## config.mk

```make
export PLATFORM = sky130hd
export DESIGN_NAME = fsg_guard
export DESIGN_NICKNAME = d
export VERILOG_FILES = /design/src/common/fsg_pkg.sv /design/src/design/fsg_guard.sv
export SDC_FILE = /design/constraint.sdc
export NUM_CORES = 1
export LEC_CHECK = 0
export ABC_CLOCK_PERIOD_IN_PS = 2800
export BUFFER_PORTS_ARGS = -buffer_cell sky130_fd_sc_hd__buf_2
export CORE_ASPECT_RATIO = 1.5
export CORE_UTILIZATION = 40
export CTS_CLUSTER_DIAMETER = 50
export DETAILED_ROUTE_END_ITERATION = 8
export PLACE_DENSITY = 0.78
export SLEW_MARGIN = 5
export SYNTH_ARGS = -nofsm -noshare
export SYNTH_HDL_FRONTEND = slang
export SYNTH_SLANG_ARGS = --single-unit
```

## constraint.sdc

```tcl
create_clock -name clk -period 2.8 [get_ports clk]
set_input_delay 0.28 -clock clk [delete_from_list [all_inputs] [get_ports clk]]
set_output_delay 0.28 -clock clk [all_outputs]
set_load 0.01 [all_outputs]
```

## src/common/fsg_pkg.sv

```systemverilog
// Package for the flash security guard: address map, keys, codes, types.
// Assumes a 16-bit byte address space with 1024-byte pages.
package fsg_pkg;
  localparam logic [15:0] LOCK_BYTE_ADDR   = 16'hfbff;
  localparam logic [15:0] PART_ID_ADDR     = 16'hfffe;
  localparam logic [15:0] RESERVED_BASE    = 16'hfc00;
  localparam logic [15:0] SCRATCH_LAST     = 16'h03ff;
  localparam int          PAGE_MSB         = 15;
  localparam int          PAGE_LSB         = 10;
  localparam logic [5:0]  LOCK_PAGE_IDX    = 6'h3e;
  localparam logic [7:0]  KEY_FIRST        = 8'ha5;
  localparam logic [7:0]  KEY_SECOND       = 8'hf1;
  localparam logic [7:0]  LOCK_BYTE_ERASED = 8'hff;
  // Arbitrary neutral part code
  localparam logic [7:0]  PART_ID_CODE     = 8'h5a;
  localparam logic        SUPPLY_MON_RST   = 1'b1;
  localparam logic        SUPPLY_SRC_RST   = 1'b1;
  localparam logic        FLASH_ERR_RST    = 1'b0;

  typedef enum logic [1:0] {
    FSG_OP_READ  = 2'h0,
    FSG_OP_WRITE = 2'h1,
    FSG_OP_ERASE = 2'h2,
    FSG_OP_FETCH = 2'h3
  } fsg_op_t;

  // One access request from firmware or debug port
  typedef struct packed {
    logic        valid;
    logic        from_debug;
    logic        code_move;
    fsg_op_t     op;
    logic [15:0] addr;
    logic [15:0] pc;
  } fsg_req_t;

  // Verdict for one access
  typedef struct packed {
    logic        done;
    logic        permit;
    logic        to_flash;
    logic        to_scratch;
    logic        to_external_data_ram;
    logic        ignored;
  } fsg_resp_t;
endpackage : fsg_pkg

```

## src/design/fsg_guard.sv

```systemverilog
// Flash security guard: judges each flash access, drives error reset.
// Assumes the lock byte value is supplied by the flash array at reset.
// Operation
// - Scratchpad select maps 1024-byte scratchpad at 0x0000-0x03FF instead of flash.
// - Firmware instruction fetches never come from the scratchpad.
// - Firmware flash read only by code-memory move; its external-data reads go to data RAM.
// - Write needs write enable; erase needs write and erase enables.
// - Lock byte complement gives n locked pages from page 0.
// - Lock byte page locked whenever any lock byte bit is zero.
// - Prohibited debug accesses are ignored, no reset.
// - Prohibited firmware access resets device and sets flash error flag.
// - Locked pages open to locked-page firmware only.
// - Lock page and lock byte reads protected when any page locked.
// - Firmware erase of lock page resets; debug may erase it if unlocked.
// - Written lock byte cannot change except by full device erase.
// - Debug full erase clears all pages and unlocks everything.
// - Reserved area refused from debug, resets from firmware except fetches, which pass to flash.
// - New lock byte takes effect only after next reset sample.
// - Scratchpad locked when all pages locked; erased by full erase.
// - Read-only part code readable at 0xFFFE.
// - Write or erase with supply monitor or its reset source off resets.
// - Supply monitor and its reset enable set after power-on reset.
// - Execution stalls during flash operation.
// - Keys 0xA5 then 0xF1 arm one write or erase; bad key disables.
module fsg_guard (
  // Clock and reset
  input  wire logic               clk,
  input  wire logic               sys_rst,
  input  wire logic               por_rst,
  // Control bits
  input  wire logic               scratchpad_select,
  input  wire logic               program_write_enable,
  input  wire logic               program_erase_enable,
  input  wire logic               supply_mon_clr,
  input  wire logic               supply_src_clr,
  input  wire logic               key_wr,
  input  wire logic [7:0]         key_data,
  input  wire logic               flash_error_clr,
  // Flash array state
  input  wire logic [7:0]         lock_byte_in,
  input  wire logic               flash_busy,
  input  wire logic               debug_full_erase,
  // Access
  input  wire fsg_pkg::fsg_req_t  req,
  output fsg_pkg::fsg_resp_t      resp,
  output logic [7:0]              part_id,
  output logic                    flash_error_reset,
  output logic                    flash_error_flag,
  output logic                    cpu_stall,
  output logic                    supply_mon_en,
  output logic                    supply_src_en,
  output logic                    key_armed,
  output logic [7:0]              lock_count
);
  // ===========================================================
  // Lock state sampled at reset
  logic [7:0] lock_n_r, lock_n_nxt;
  logic       sampled_r, sampled_nxt;
  always_comb begin
    lock_n_nxt  = lock_n_r;
    sampled_nxt = 1'b1;
    if (!sampled_r) begin
      lock_n_nxt = ~lock_byte_in;
    end
    if (debug_full_erase) begin
      lock_n_nxt = 8'h00;
    end
  end
  always_ff @(posedge clk) begin
    if (sys_rst) begin
      lock_n_r  <= 8'h00;
      sampled_r <= 1'b0;
    end else begin
      lock_n_r  <= lock_n_nxt;
      sampled_r <= sampled_nxt;
    end
  end

  // ===========================================================
  // Key sequence and supply monitor bits
  typedef enum logic [2:0] {
    FSG_KEY_IDLE  = 3'b001,
    FSG_KEY_HALF  = 3'b010,
    FSG_KEY_ARMED = 3'b100
  } fsg_key_t;
  fsg_key_t   key_r, key_nxt;
  logic       key_dead_r, key_dead_nxt;
  logic       mon_r, mon_nxt, src_r, src_nxt;
  logic       mod_req;
  assign mod_req = req.valid && !req.from_debug &&
                   (req.op == fsg_pkg::FSG_OP_WRITE || req.op == fsg_pkg::FSG_OP_ERASE);
  always_comb begin
    key_nxt      = key_r;
    key_dead_nxt = key_dead_r;
    if (key_wr && !key_dead_r) begin
      case (key_r)
        FSG_KEY_IDLE: begin
          if (key_data == fsg_pkg::KEY_FIRST) key_nxt = FSG_KEY_HALF;
          else key_dead_nxt = 1'b1;
        end
        FSG_KEY_HALF: begin
          if (key_data == fsg_pkg::KEY_SECOND) key_nxt = FSG_KEY_ARMED;
          else key_dead_nxt = 1'b1;
        end
        default: key_dead_nxt = 1'b1;
      endcase
    end
    if (mod_req) begin
      if (key_r != FSG_KEY_ARMED) key_dead_nxt = 1'b1;
      key_nxt = FSG_KEY_IDLE;
    end
    if (key_dead_nxt) key_nxt = FSG_KEY_IDLE;
    mon_nxt = supply_mon_clr ? 1'b0 : mon_r;
    src_nxt = supply_src_clr ? 1'b0 : src_r;
  end
  always_ff @(posedge clk) begin
    if (sys_rst) begin
      key_r      <= FSG_KEY_IDLE;
      key_dead_r <= 1'b0;
    end else begin
      key_r      <= key_nxt;
      key_dead_r <= key_dead_nxt;
    end
    if (por_rst) begin
      mon_r <= fsg_pkg::SUPPLY_MON_RST;
      src_r <= fsg_pkg::SUPPLY_SRC_RST;
    end else begin
      mon_r <= mon_nxt;
      src_r <= src_nxt;
    end
  end

  // ===========================================================
  // Access decision
  logic [5:0] a_pg, pc_pg;
  logic       any_lock, a_locked, pc_locked, a_lockpg, a_resv, a_scr, pc_scr;
  logic       bad, deny_fw, enables_ok;
  fsg_pkg::fsg_resp_t resp_nxt;
  logic       fer_nxt, fflag_nxt, stall_nxt;
  assign a_pg      = req.addr[fsg_pkg::PAGE_MSB:fsg_pkg::PAGE_LSB];
  assign pc_pg     = req.pc[fsg_pkg::PAGE_MSB:fsg_pkg::PAGE_LSB];
  assign any_lock  = (lock_n_r != 8'h00);
  assign a_lockpg  = (a_pg == fsg_pkg::LOCK_PAGE_IDX);
  assign a_resv    = (req.addr >= fsg_pkg::RESERVED_BASE) && (req.addr != fsg_pkg::PART_ID_ADDR);
  assign a_scr     = scratchpad_select && (req.addr <= fsg_pkg::SCRATCH_LAST);
  assign pc_scr    = 1'b0;
  assign a_locked  = a_scr ? (lock_n_r >= {2'b00, fsg_pkg::LOCK_PAGE_IDX})
                           : ({2'b00, a_pg} < lock_n_r);
  assign pc_locked = ({2'b00, pc_pg} < lock_n_r) ||
                     (any_lock && pc_pg == fsg_pkg::LOCK_PAGE_IDX) || pc_scr;
  assign enables_ok = (req.op == fsg_pkg::FSG_OP_WRITE) ? program_write_enable
                    : (program_write_enable && program_erase_enable);
  always_comb begin
    bad = 1'b0;
    if (a_resv) bad = 1'b1;
    else if (req.op == fsg_pkg::FSG_OP_ERASE && !a_scr && a_lockpg) begin
      bad = !req.from_debug || any_lock;
    end else if (req.op == fsg_pkg::FSG_OP_WRITE && !a_scr && req.addr == fsg_pkg::LOCK_BYTE_ADDR &&
                 lock_byte_in != fsg_pkg::LOCK_BYTE_ERASED) begin
      bad = 1'b1;
    end else if (!a_scr && a_lockpg && any_lock) begin
      bad = req.from_debug || !pc_locked;
    end else if (a_locked) begin
      bad = req.from_debug || !pc_locked;
    end
    deny_fw = bad || (mod_req && (!mon_r || !src_r)) ||
              (mod_req && (key_r != FSG_KEY_ARMED || key_dead_r));
    resp_nxt = '0;
    fer_nxt  = 1'b0;
    if (req.valid) begin
      resp_nxt.done = 1'b1;
      if (req.op == fsg_pkg::FSG_OP_READ && !req.code_move && !req.from_debug) begin
        resp_nxt.permit  = 1'b1;
        resp_nxt.to_external_data_ram = 1'b1;
      end else if (req.op == fsg_pkg::FSG_OP_WRITE && !req.from_debug && !program_write_enable) begin
        resp_nxt.permit  = 1'b1;
        resp_nxt.to_external_data_ram = 1'b1;
      end else if (req.from_debug) begin
        resp_nxt.ignored    = bad;
        resp_nxt.permit     = !bad;
        resp_nxt.to_flash   = !bad && !a_scr;
        resp_nxt.to_scratch = !bad && a_scr;
      end else if (req.op == fsg_pkg::FSG_OP_FETCH) begin
        resp_nxt.permit   = 1'b1;
        resp_nxt.to_flash = 1'b1;
      end else if (mod_req && !enables_ok) begin
        resp_nxt.ignored = 1'b1;
      end else if (deny_fw) begin
        fer_nxt = 1'b1;
      end else begin
        resp_nxt.permit     = 1'b1;
        resp_nxt.to_flash   = !a_scr;
        resp_nxt.to_scratch = a_scr;
      end
    end
    fflag_nxt = fer_nxt ? 1'b1 : (flash_error_clr ? 1'b0 : flash_error_flag);
    stall_nxt = flash_busy;
  end
  always_ff @(posedge clk) begin
    if (sys_rst) begin
      resp              <= '0;
      flash_error_reset <= 1'b0;
      cpu_stall         <= 1'b0;
    end else begin
      resp              <= resp_nxt;
      flash_error_reset <= fer_nxt;
      cpu_stall         <= stall_nxt;
    end
    if (por_rst) flash_error_flag <= fsg_pkg::FLASH_ERR_RST;
    else flash_error_flag <= fflag_nxt;
  end

  // ===========================================================
  // Status outputs
  always_ff @(posedge clk) begin
    part_id       <= fsg_pkg::PART_ID_CODE;
    supply_mon_en <= mon_r;
    supply_src_en <= src_r;
    key_armed     <= (key_r == FSG_KEY_ARMED) && !key_dead_r;
    lock_count    <= lock_n_r;
  end
endmodule : fsg_guard

```

==> metrics.md, run 1 <==
| Metric | Value |
|---|---|
| Commonest non-fill, non-tap cell in the layout | buf_2 |
| Routability Congestion | 0.747 |
| Max Fanout on Critical Path | 5 |
| Final ANT Viol Nets | 0 |
| Fin crit share | 0.861 |
| Largest net degree at the start of global routing | 17 |
| RSZ-0062 raised after global routing | false |
| Final Hold Fails | 0 |
| Die H | 83.1 µm |
| Synth cell types | 47 |
| Clock-pin slew on the worst setup and hold paths | 0.07 ns |
| NetSw | 276 µW |
| CP startpoint kind | flop |
| Sequential power share | 0.454 |
| Logic pwr share | 0.145 |
| CP Data Arrival Time | 2.62 ns |
| Net Sw Frac | 0.237 |
| Ports | 93 |
| Nets | 354 |
| Worst R2R End | resp[2] |
| Yosys warning total | 0 |
| Hold Path Stages | 2 |
| Post-cts gate resize count | 0 |
| Port Buf Inserts | 74 |
| DRC violations left | 0 |
| Initial antenna violation count | 0 |
| H-tree levels | 2 |
| Post-synth EDFFs | 0 |
| Final hold slack | 0.197 ns |
| Starting Density | 0.417 |
| R2R Setup Slk | 0.39 ns |
| # setup viols final | 0 |
| Worst slack at placement | 0.389 ns |
| Die area | 4660 µm² |
| CTS tree | yes |
| Placed cells | 314 |
| Final setup margin | 0.390 ns |
| CP required | 3.01 ns |
| Crit path capture type | flop |
| Clock tree skew after final layout | 0.00350 ns |
| Clock share of power | 0.401 |
| P per Cell Area | 517 nW/µm² |
| Lkg Pwr | 0.00107 µW |
| Vias in the first global route | 1538 |
| Core footprint | 4210 µm² |
| Pre-antenna DRT Iters | 4 |
| Total Neg Setup Slack | 0 ns |
| Horiz. Die Dim | 56.1 µm |
| Global route total overflow | 0 |
| Max-cap violations | 0 |
| Worst Reg-to-Reg Cells | 9 |
| Via count | 1666 |
| Clk_lat worst skew | 0.28 ns |
| WHS Endpoint | flash_error_flag |
| Gr usage total | 0.172 |
| Largest buffer count on any clock path | 2 |
| Post-DP HPWL | 3.26 mm |
| Commonest non-fill, non-tap cells in the layout | 74 x buf_2, 35 x dfxtp_1, 27 x nor2_1 |
| Drt wl/cell | 12.1 µm |
| Fillers | 398 |
| Ant diodes | 0 |
| Row cnt | 29 |
| WS Path Type | flop to flop |
| Post-route insts no fill | 322 |
| CTS Hold Bufs | 0 |
| Ys flop type | dfxtp_1 |
| Multi-input logic area | 950 µm² |
| Asr flop ratio synth | 0 |
| Register area | 701 µm² |
| Clock sinks | 35 |
| CTS buffer count | 5 |
| Reg2Reg Launch Point | lock_n_r[2] |
| Cells after synthesis | 200 |
| Hold WC Path Type | input port to flop |
| Post-Route WL | 3.91 mm |
| Area growth, synth to finish | 28.1% |
| Post-Syn Area per Cell | 8.78 µm² |
| Status | completed |
| Share of layout cells above drive strength 1 | 0.326 |
| First-pass GRT wire length | 6.32 mm |
| Post-CTS setup buffer count | 0 |
| DR vias/cell | 5.17 |
| Min-delay src | por_rst |
| Internal power | 886 µW |
| Slew Viols, Final | 0 |
| Root Buffer | clkbuf_8 |
| FF+latch count, synth | 35 |
| Initial DRC count | 27 |
| Register area share after synthesis | 0.399 |
| Synth Cell Area | 1760 µm² |
| Worst IR drop on VDD | 0.368 mV |
| Final worst path period need | 2.41 ns |
| Top achievable clock speed | 0.415 GHz |
==> final cells by class <==
cell class / instances / share of cell area
clock buffer: 6 / 0.0367
clock inverter: 2 / 0.0156
inverter: 14 / 0.0234
multi-input combinational: 145 / 0.422
sequential: 35 / 0.312
tap: 46 / 0.0256
timing repair buffer: 74 / 0.165
==> how the worst max path moves through the flow <==
stage                     slack, ns  cells after the start   startpoint      end
final                          0.39                      9  lock_n_r[2]  resp[2]
after global routing           0.23                      9  lock_n_r[2]  resp[2]
after CTS                      0.37                      9  lock_n_r[2]  resp[2]
after detailed placement       0.39                      9  lock_n_r[2]  resp[2]
after global placement         0.45                      9  lock_n_r[2]  resp[2]
after floorplan                0.58                      9  lock_n_r[2]  resp[2]
==> synth_stat cells (2+ instances only) <==
| cell | number | area [µm²] |
|---|---|---|
| nor2b_1 | 3 | 18.8 |
| nor2_1 | 27 | 101 |
| o21ai_0 | 5 | 25.0 |
| nand4_1 | 7 | 43.8 |
| buf_4 | 8 | 60.1 |
| nand3b_1 | 2 | 15.0 |
| ha_1 | 14 | 175 |
| and4b_1 | 2 | 20.0 |
| nor4b_1 | 3 | 26.3 |
| inv_1 | 14 | 52.6 |
| clkbuf_1 | 4 | 15.0 |
| nand3_1 | 6 | 30.0 |
| conb_1 | 2 | 7.51 |
| a211o_1 | 3 | 26.3 |
| a21oi_1 | 15 | 75.1 |
| nand2b_1 | 3 | 18.8 |
| dfxtp_1 | 35 | 701 |
| a31oi_1 | 2 | 12.5 |
| nand2_1 | 9 | 33.8 |
| a21o_1 | 6 | 45.0 |
| nor3_1 | 3 | 15.0 |
| or3_1 | 2 | 12.5 |
==> worst max-delay path, stage by stage, from the launching register on <==
cell and delay (ns):
dfxtp_1 0.40, inv_1 0.09, ha_1 0.30, a211o_1 0.12, a31oi_1 0.04, o311a_1 0.36, or4_4 0.46, o311ai_4 0.32
nand2b_2 0.09, nor3_1 0.16
==> cell families after synthesis <==
group | Yosys count | synth area share
AOI/OAI and AO/OA | 43 | 0.175
adders and majority gates | 14 | 0.0998
buffers and inverters | 26 | 0.0727
DFF | 35 | 0.399
other | 2 | 0.00428
and+or+nand+nor | 80 | 0.249
==> flip-flops by register name (all words and copies together), names as in the netlist, 3 cells and up <==
signal and cells:
key_r 3, lock_n_r 8, lock_count 8, resp 6
==> layer usage <==
metal / GRT usage / vias to the layer above / wire, µm
li1: - / 844 / -
met3: 0.0452 / 4 / 234
met5: 0 / - / 0
met4: 0.0665 / 0 / 38
met2: 0.347 / 62 / 2170
met1: 0.153 / 756 / 1470
==> power groups by stage <==
stage | clock [µW] | combinational [µW] | sequential (µW)
after floorplan | 0 | 101 | 541
after detailed placement | 0 | 170 | 540
final | 466 | 168 | 528
after global routing | 491 | 188 | 530
after global placement | 0 | 164 | 539
after CTS | 474 | 170 | 528
==> stage by stage <==
| step | power [µW] | area (µm²) | util |
|---|---|---|---|
| 2_1_floorplan | 641 | 1780 | - |
| 3_3_place_gp | 703 | 2130 | 0.506 |
| 3_5_place_dp | 709 | 2130 | 0.506 |
| 4_1_cts | 1170 | 2250 | 0.534 |
| 5_1_grt | 1210 | 2250 | 0.534 |
| 6_report | 1160 | 2250 | 0.534 |
No activity file was read; power rests on OpenSTA's default activity.
==> inputs of run 2 (changes only) <==
- CORE_UTILIZATION: 40 -> 45
- PLACE_DENSITY: 0.78 -> not set
- PLACE_DENSITY_LB_ADDON: not set -> 0.1
==> run 2 against run 1 <==
Critical path depth is the same. Sequential power is essentially flat. Clock skew grew 0.00056 ns. Flip-flop and latch count is the same. Register-to-register slack is essentially flat. Clock power grew 14%. Via count shrank 1.4%.
==> metrics.md, run 2 (synthesis gave the netlist of run 1 again) <==
| Metric | Value |
|---|---|
| Top flop regs | lock_count x8, lock_n_r x8, resp x6 (unchanged) |
| Root Buffer | clkbuf_8 (unchanged) |
| H-tree levels | 2 (unchanged) |
| Slew Viols, Final | 0 (unchanged) |
| First-pass GRT wire length | 6.24 mm (was 6.32 mm) |
| Worst IR drop on VDD | 0.419 mV (was 0.368 mV) |
| Initial DRC count | 29 (was 27) |
| P per Cell Area | 544 nW/µm² (was 517 nW/µm²) |
| # setup viols final | 0 (unchanged) |
| Ant diodes | 0 (unchanged) |
| Global route total overflow | 0 (unchanged) |
| RSZ-0062 raised after global routing | false (unchanged) |
| Clk_lat worst skew | 0.28 ns (about the same) |
| Pre-antenna DRT Iters | 4 (unchanged) |
| Vias in the first global route | 1487 (was 1538) |
| Final ANT Viol Nets | 0 (unchanged) |
| Commonest non-fill, non-tap cell in the layout | buf_2 (unchanged) |
| Core footprint | 3720 µm² (was 4210 µm²) |
| Top achievable clock speed | 0.417 GHz (was 0.415 GHz) |
| Horiz. Die Dim | 53.0 µm (was 56.1 µm) |
| Final worst path period need | 2.40 ns (was 2.41 ns) |
| CTS buffer count | 5 (unchanged) |
| Total Neg Setup Slack | 0 ns (unchanged) |
| Internal power | 954 µW (was 886 µW) |
| Die area | 4160 µm² (was 4660 µm²) |
| NetSw | 274 µW (was 276 µW) |
| Hold Path Stages | 2 (unchanged) |
| WS Path Type | flop to flop (unchanged) |
| Area growth, synth to finish | 28.7% (was 28.1%) |
| DR vias/cell | 5.15 (was 5.17) |
| M3 GR Usage | 0.0446 (was 0.0452) |
| Pwr Total | 1230 µW (was 1160 µW) |
| Gr usage total | 0.203 (was 0.172) |
| Post-CTS setup buffer count | 0 (unchanged) |
| CTS tree | yes (unchanged) |
| CP required | 3.01 ns (about the same) |
| Status | completed (unchanged) |
| Met2 Usage GRT | 0.357 (was 0.347) |
| Worst slack at placement | 0.427 ns (was 0.389 ns) |
| Lkg Pwr | 0.00107 µW (about the same) |
| Clock tree skew after final layout | 0.00406 ns (was 0.00350 ns) |
| Row cnt | 27 (was 29) |
| CP Data Arrival Time | 2.61 ns (was 2.62 ns) |
| Placed instance area | 2130 µm² (about the same) |
| Commonest non-fill, non-tap cells in the layout | 74 x buf_2, 35 x dfxtp_1, 27 x nor2_1 (unchanged) |
| GRT met1 Usage | 0.228 (was 0.153) |
| Ports | 93 (unchanged) |
| Initial antenna violation count | 0 (unchanged) |
| Most Crowded Layer GR | met2 (unchanged) |
| Critical Path, Cell by Cell | inv_1 -> ha_1 -> a211o_1 -> a31oi_1 -> o311a_1 -> or4_4 -> o311ai_4 -> nand2b_2 -> nor3_1 (unchanged) |
| Slowest-stage cell, CP | or4_4 (unchanged) |
| Final hold slack | 0.184 ns (was 0.197 ns) |
| Hold WC Path Type | input port to flop (unchanged) |
| Post-DP HPWL | 3.13 mm (was 3.26 mm) |
| Share of layout cells above drive strength 1 | 0.322 (was 0.326) |
| Drt wl/cell | 12.0 µm (was 12.1 µm) |
| Via count | 1643 (was 1666) |
| Max Fanout on Critical Path | 5 (unchanged) |
| CTS Hold Bufs | 0 (unchanged) |
| Clock sinks | 35 (unchanged) |
| Clock-pin slew on the worst setup and hold paths | 0.07 ns (about the same) |
| Largest buffer count on any clock path | 2 (unchanged) |
| Net Sw Frac | 0.223 (was 0.237) |
| DRC violations left | 0 (unchanged) |
| Routability Congestion | 0.827 (was 0.747) |
| Post-Route WL | 3.83 mm (was 3.91 mm) |
| Final setup margin | 0.403 ns (was 0.390 ns) |
| Logic pwr share | 0.137 (was 0.145) |
| Worst Reg-to-Reg Cells | 9 (unchanged) |
| CP peak stage delay | 0.45 ns (was 0.46 ns) |
| Crit path capture type | flop (unchanged) |
| Fin crit share | 0.856 (was 0.861) |
| Nets | 354 (unchanged) |
| CP startpoint kind | flop (unchanged) |
| Fillers | 366 (was 398) |
| Largest net degree at the start of global routing | 17 (unchanged) |
| Clock share of power | 0.434 (was 0.401) |
| Max-cap violations | 0 (unchanged) |
| Post-cts gate resize count | 0 (unchanged) |
| Sequential power share | 0.430 (was 0.454) |
| Starting Density | 0.472 (was 0.417) |
| Port Buf Inserts | 74 (unchanged) |
| Design area | 2260 µm² (was 2250 µm²) |
| Die H | 78.5 µm (was 83.1 µm) |
| Final Hold Fails | 0 (unchanged) |
## run 2: path summary, 6_finish.rpt
path	from	slack (ns)	endpoint
max	lock_n_r[2]	0.40	resp[2]
min	por_rst	0.18	flash_error_flag
max reg2reg	lock_n_r[2]	0.40	resp[2]
min reg2reg	mon_r	0.37	supply_mon_en
## run 2: metal layers
metal	share of wire	vias to the layer above
li1	-	845
met1	0.41	738
met2	0.52	54
met3	0.051	6
met4	0.016	0
met5	0	-
## run 2: area by class of cell
| type | instances | area, µm² | share of cell area |
|---|---|---|---|
| flip-flops and latches | 35 | 701 | 0.310 |
| clock buffers | 6 | 72.6 | 0.0321 |
| well taps | 43 | 53.8 | 0.0238 |
| multi-input cells | 145 | 950 | 0.420 |
| repair buffers | 74 | 370 | 0.164 |
| clock inverters | 2 | 60.1 | 0.0266 |
| inverters | 14 | 52.6 | 0.0233 |
## run 2: power by group through the flow
stage               clock network, µW  logic, µW  registers [µW]
global placement                    0        165             539
global route                      566        191             530
finish                            532        168             528
CTS                               543        169             528
floorplan                           0        101             541
detailed placement                  0        168             539
## run 2: worst max-delay path, delay by kind of cell (launching register included)
kind                     cells  cell delay, ns
AO/OA/AOI/OAI                4            0.85
adder cells (fa/ha/maj)      1            0.29
buffers and inverters        1            0.09
flip-flops                   1            0.40
AND/OR/NAND/NOR              3            0.71
## run 2: through the flow
step / instances / util
5_1_grt: 319 / 0.608
2_1_floorplan: 206 / -
6_report: 319 / 0.608
4_1_cts: 319 / 0.608
3_3_place_gp: 311 / 0.572
3_5_place_dp: 311 / 0.572
==> inputs of run 3 (changes only) <==
- ABC_CLOCK_PERIOD_IN_PS: 2800 -> 2600
- clock period: 2.8 -> 2.6 ns (I/O delays scaled with it)
==> run 3 against run 2 <==
Clock power down 29%. Clock skew down 0.0010 ns. Non-clock buffer count unchanged. Critical path depth unchanged. Fmax down 0.14%. Flip-flop and latch count unchanged. Highest routed layer unchanged.
==> metrics.md, run 3 (synthesis gave the netlist of run 1 again) <==
| Metric | Value |
|---|---|
| P per Cell Area | 508 nW/µm² (was 544 nW/µm²) |
| Largest net degree at the start of global routing | 17 (unchanged) |
| Via count | 1651 (was 1643) |
| Status | completed (unchanged) |
| Slew Viols, Final | 0 (unchanged) |
| CP Data Arrival Time | 2.61 ns (about the same) |
| Commonest non-fill, non-tap cell in the layout | buf_2 (unchanged) |
| Global route total overflow | 0 (unchanged) |
| DR vias/cell | 5.18 (was 5.15) |
| GRT met1 Usage | 0.211 (was 0.228) |
| Lkg Pwr | 0.00105 µW (was 0.00107 µW) |
| Reg2Reg Launch Point | lock_n_r[2] (unchanged) |
| Clock sinks | 35 (unchanged) |
| Top achievable clock speed | 0.417 GHz (about the same) |
| Max Fanout on Critical Path | 5 (unchanged) |
| Vias in the first global route | 1467 (was 1487) |
| Worst setup path endpoint | resp[2] (unchanged) |
| Area growth, synth to finish | 26.0% (was 28.7%) |
| Die H | 78.5 µm (unchanged) |
| CP required | 2.81 ns (was 3.01 ns) |
| M3 GR Usage | 0.0349 (was 0.0446) |
| Drt wl/cell | 11.7 µm (was 12.0 µm) |
| Clock-pin slew on the worst setup and hold paths | 0.07 ns (about the same) |
| First-pass GRT wire length | 5.91 mm (was 6.24 mm) |
| CTS buffer count | 5 (unchanged) |
| Ant diodes | 0 (unchanged) |
| Final core occ | 0.595 (was 0.608) |
| Clk_lat worst skew | 0.28 ns (about the same) |
| Worst R2R End | resp[2] (unchanged) |
| Row cnt | 27 (unchanged) |
| Share of layout cells above drive strength 1 | 0.322 (unchanged) |
| R2R Setup Slk | 0.20 ns (was 0.40 ns) |
| Post-CTS setup buffer count | 0 (unchanged) |
| Slowest-stage cell, CP | or4_4 (unchanged) |
| Hold WC Path Type | input port to flop (unchanged) |
| Largest buffer count on any clock path | 2 (unchanged) |
| Critical Path, Cell by Cell | inv_1 -> ha_1 -> a211o_1 -> a31oi_1 -> o311a_1 -> or4_4 -> o311ai_4 -> nand2b_2 -> nor3_1 (unchanged) |
| Pwr Total | 1120 µW (was 1230 µW) |
| Post-Route WL | 3.73 mm (was 3.83 mm) |
| # setup viols final | 0 (unchanged) |
| CP startpoint kind | flop (unchanged) |
| Clock tree skew after final layout | 0.00303 ns (was 0.00406 ns) |
| Horiz. Die Dim | 53.0 µm (unchanged) |
| CTS tree | yes (unchanged) |
| Root Buffer | clkbuf_8 (unchanged) |
| RSZ-0062 raised after global routing | false (unchanged) |
| Most Crowded Layer GR | met2 (unchanged) |
| Crit path capture type | flop (unchanged) |
| Max-cap violations | 0 (unchanged) |
| WS Path Type | flop to flop (unchanged) |
| Worst Reg-to-Reg Cells | 9 (unchanged) |
| Initial antenna violation count | 0 (unchanged) |
| Pre-antenna DRT Iters | 4 (unchanged) |
| DRC violations left | 0 (unchanged) |
| Initial DRC count | 17 (was 29) |
| CP peak stage delay | 0.45 ns (about the same) |
| Worst IR drop on VDD | 0.362 mV (was 0.419 mV) |
| Port Buf Inserts | 74 (unchanged) |
| Ports | 93 (unchanged) |
| Post-DP HPWL | 3.08 mm (was 3.13 mm) |
| Die area | 4160 µm² (unchanged) |
| Final Hold Fails | 0 (unchanged) |
| Nets | 354 (unchanged) |
| Final worst path period need | 2.40 ns (about the same) |
| Commonest non-fill, non-tap cells in the layout | 74 x buf_2, 35 x dfxtp_1, 27 x nor2_1 (unchanged) |
| Final ANT Viol Nets | 0 (unchanged) |
| Met2 Usage GRT | 0.339 (was 0.357) |
| H-tree levels | 2 (unchanged) |
| Top flop regs | lock_count x8, lock_n_r x8, resp x6 (unchanged) |
| CTS Hold Bufs | 0 (unchanged) |
| Fin crit share | 0.923 (was 0.856) |
| Starting Density | 0.472 (unchanged) |
| Routability Congestion | 0.802 (was 0.827) |
| Worst setup path startpoint | lock_n_r[2] (unchanged) |
| Total Neg Setup Slack | 0 ns (unchanged) |
| Post-cts gate resize count | 0 (unchanged) |
| Gr usage total | 0.191 (was 0.203) |
| Core footprint | 3720 µm² (unchanged) |
-- run 3: cell types whose count changed in the layout (fill, tap and decap cells not counted) --
cell / delta
clkinv_2: +1
bufinv_16: -2
clkinvlp_4: +1
-- run 3: metal layers --
layer / routed length (µm) / up-vias / part of all wire
met2: 1930 / 52 / 0.52
met5: 0 / - / 0
met1: 1530 / 745 / 0.41
met3: 198 / 6 / 0.053
li1: - / 848 / -
met4: 65 / 0 / 0.017
-- run 3: final cells by class --
| class | count | area, µm² |
|---|---|---|
| sequential | 35 | 701 |
| multi-input combinational | 145 | 950 |
| tap | 43 | 53.8 |
| fill | 391 | 1500 |
| clock inverter | 2 | 12.5 |
| timing repair buffer | 74 | 370 |
| inverter | 14 | 52.6 |
| clock buffer | 6 | 72.6 |
-- run 3: worst min-delay path by stage --
| stage | startpoint | endpoint | slack [ns] | cells past startpoint |
|---|---|---|---|---|
| after global placement | lock_n_r[7] | lock_count[7] | 0.35 | 0 |
| after CTS | por_rst | flash_error_flag | 0.16 | 2 |
| final | por_rst | flash_error_flag | 0.16 | 2 |
| after global routing | por_rst | flash_error_flag | 0.16 | 2 |
| after detailed placement | lock_n_r[7] | lock_count[7] | 0.36 | 0 |
| after floorplan | sys_rst | sampled_r | 0.32 | 1 |
-- run 3: worst max-delay path: cells and delay by family (launching register included) --
kind            cells  cell delay [ns]
simple gates        3             0.71
fa+ha+maj           1             0.29
buf+inv             1             0.09
flops               1             0.40
compound gates      4             0.83
-- run 3: per-stage QoR --
step                      area [µm²]  worst slack, ns  std cells  hold WS, ns
after CTS                       2210            0.215        319        0.157
after global placement          2130            0.239        311        0.354
after detailed placement        2130            0.235        311        0.361
after floorplan                 1780            0.382        206        0.317
final                           2210            0.200        319        0.163
after global routing            2210          0.00113        319        0.158
-- run 3: power breakdown --
part | internal [µW] | total, µW | leakage (µW) | switching (µW)
sequential | 556 | 568 | 0.000287 | 12.3
combinational | 88.2 | 179 | 0.000718 | 91.1
clock | 187 | 376 | 0.0000412 | 189
total | 831 | 1120 | 0.00105 | 293
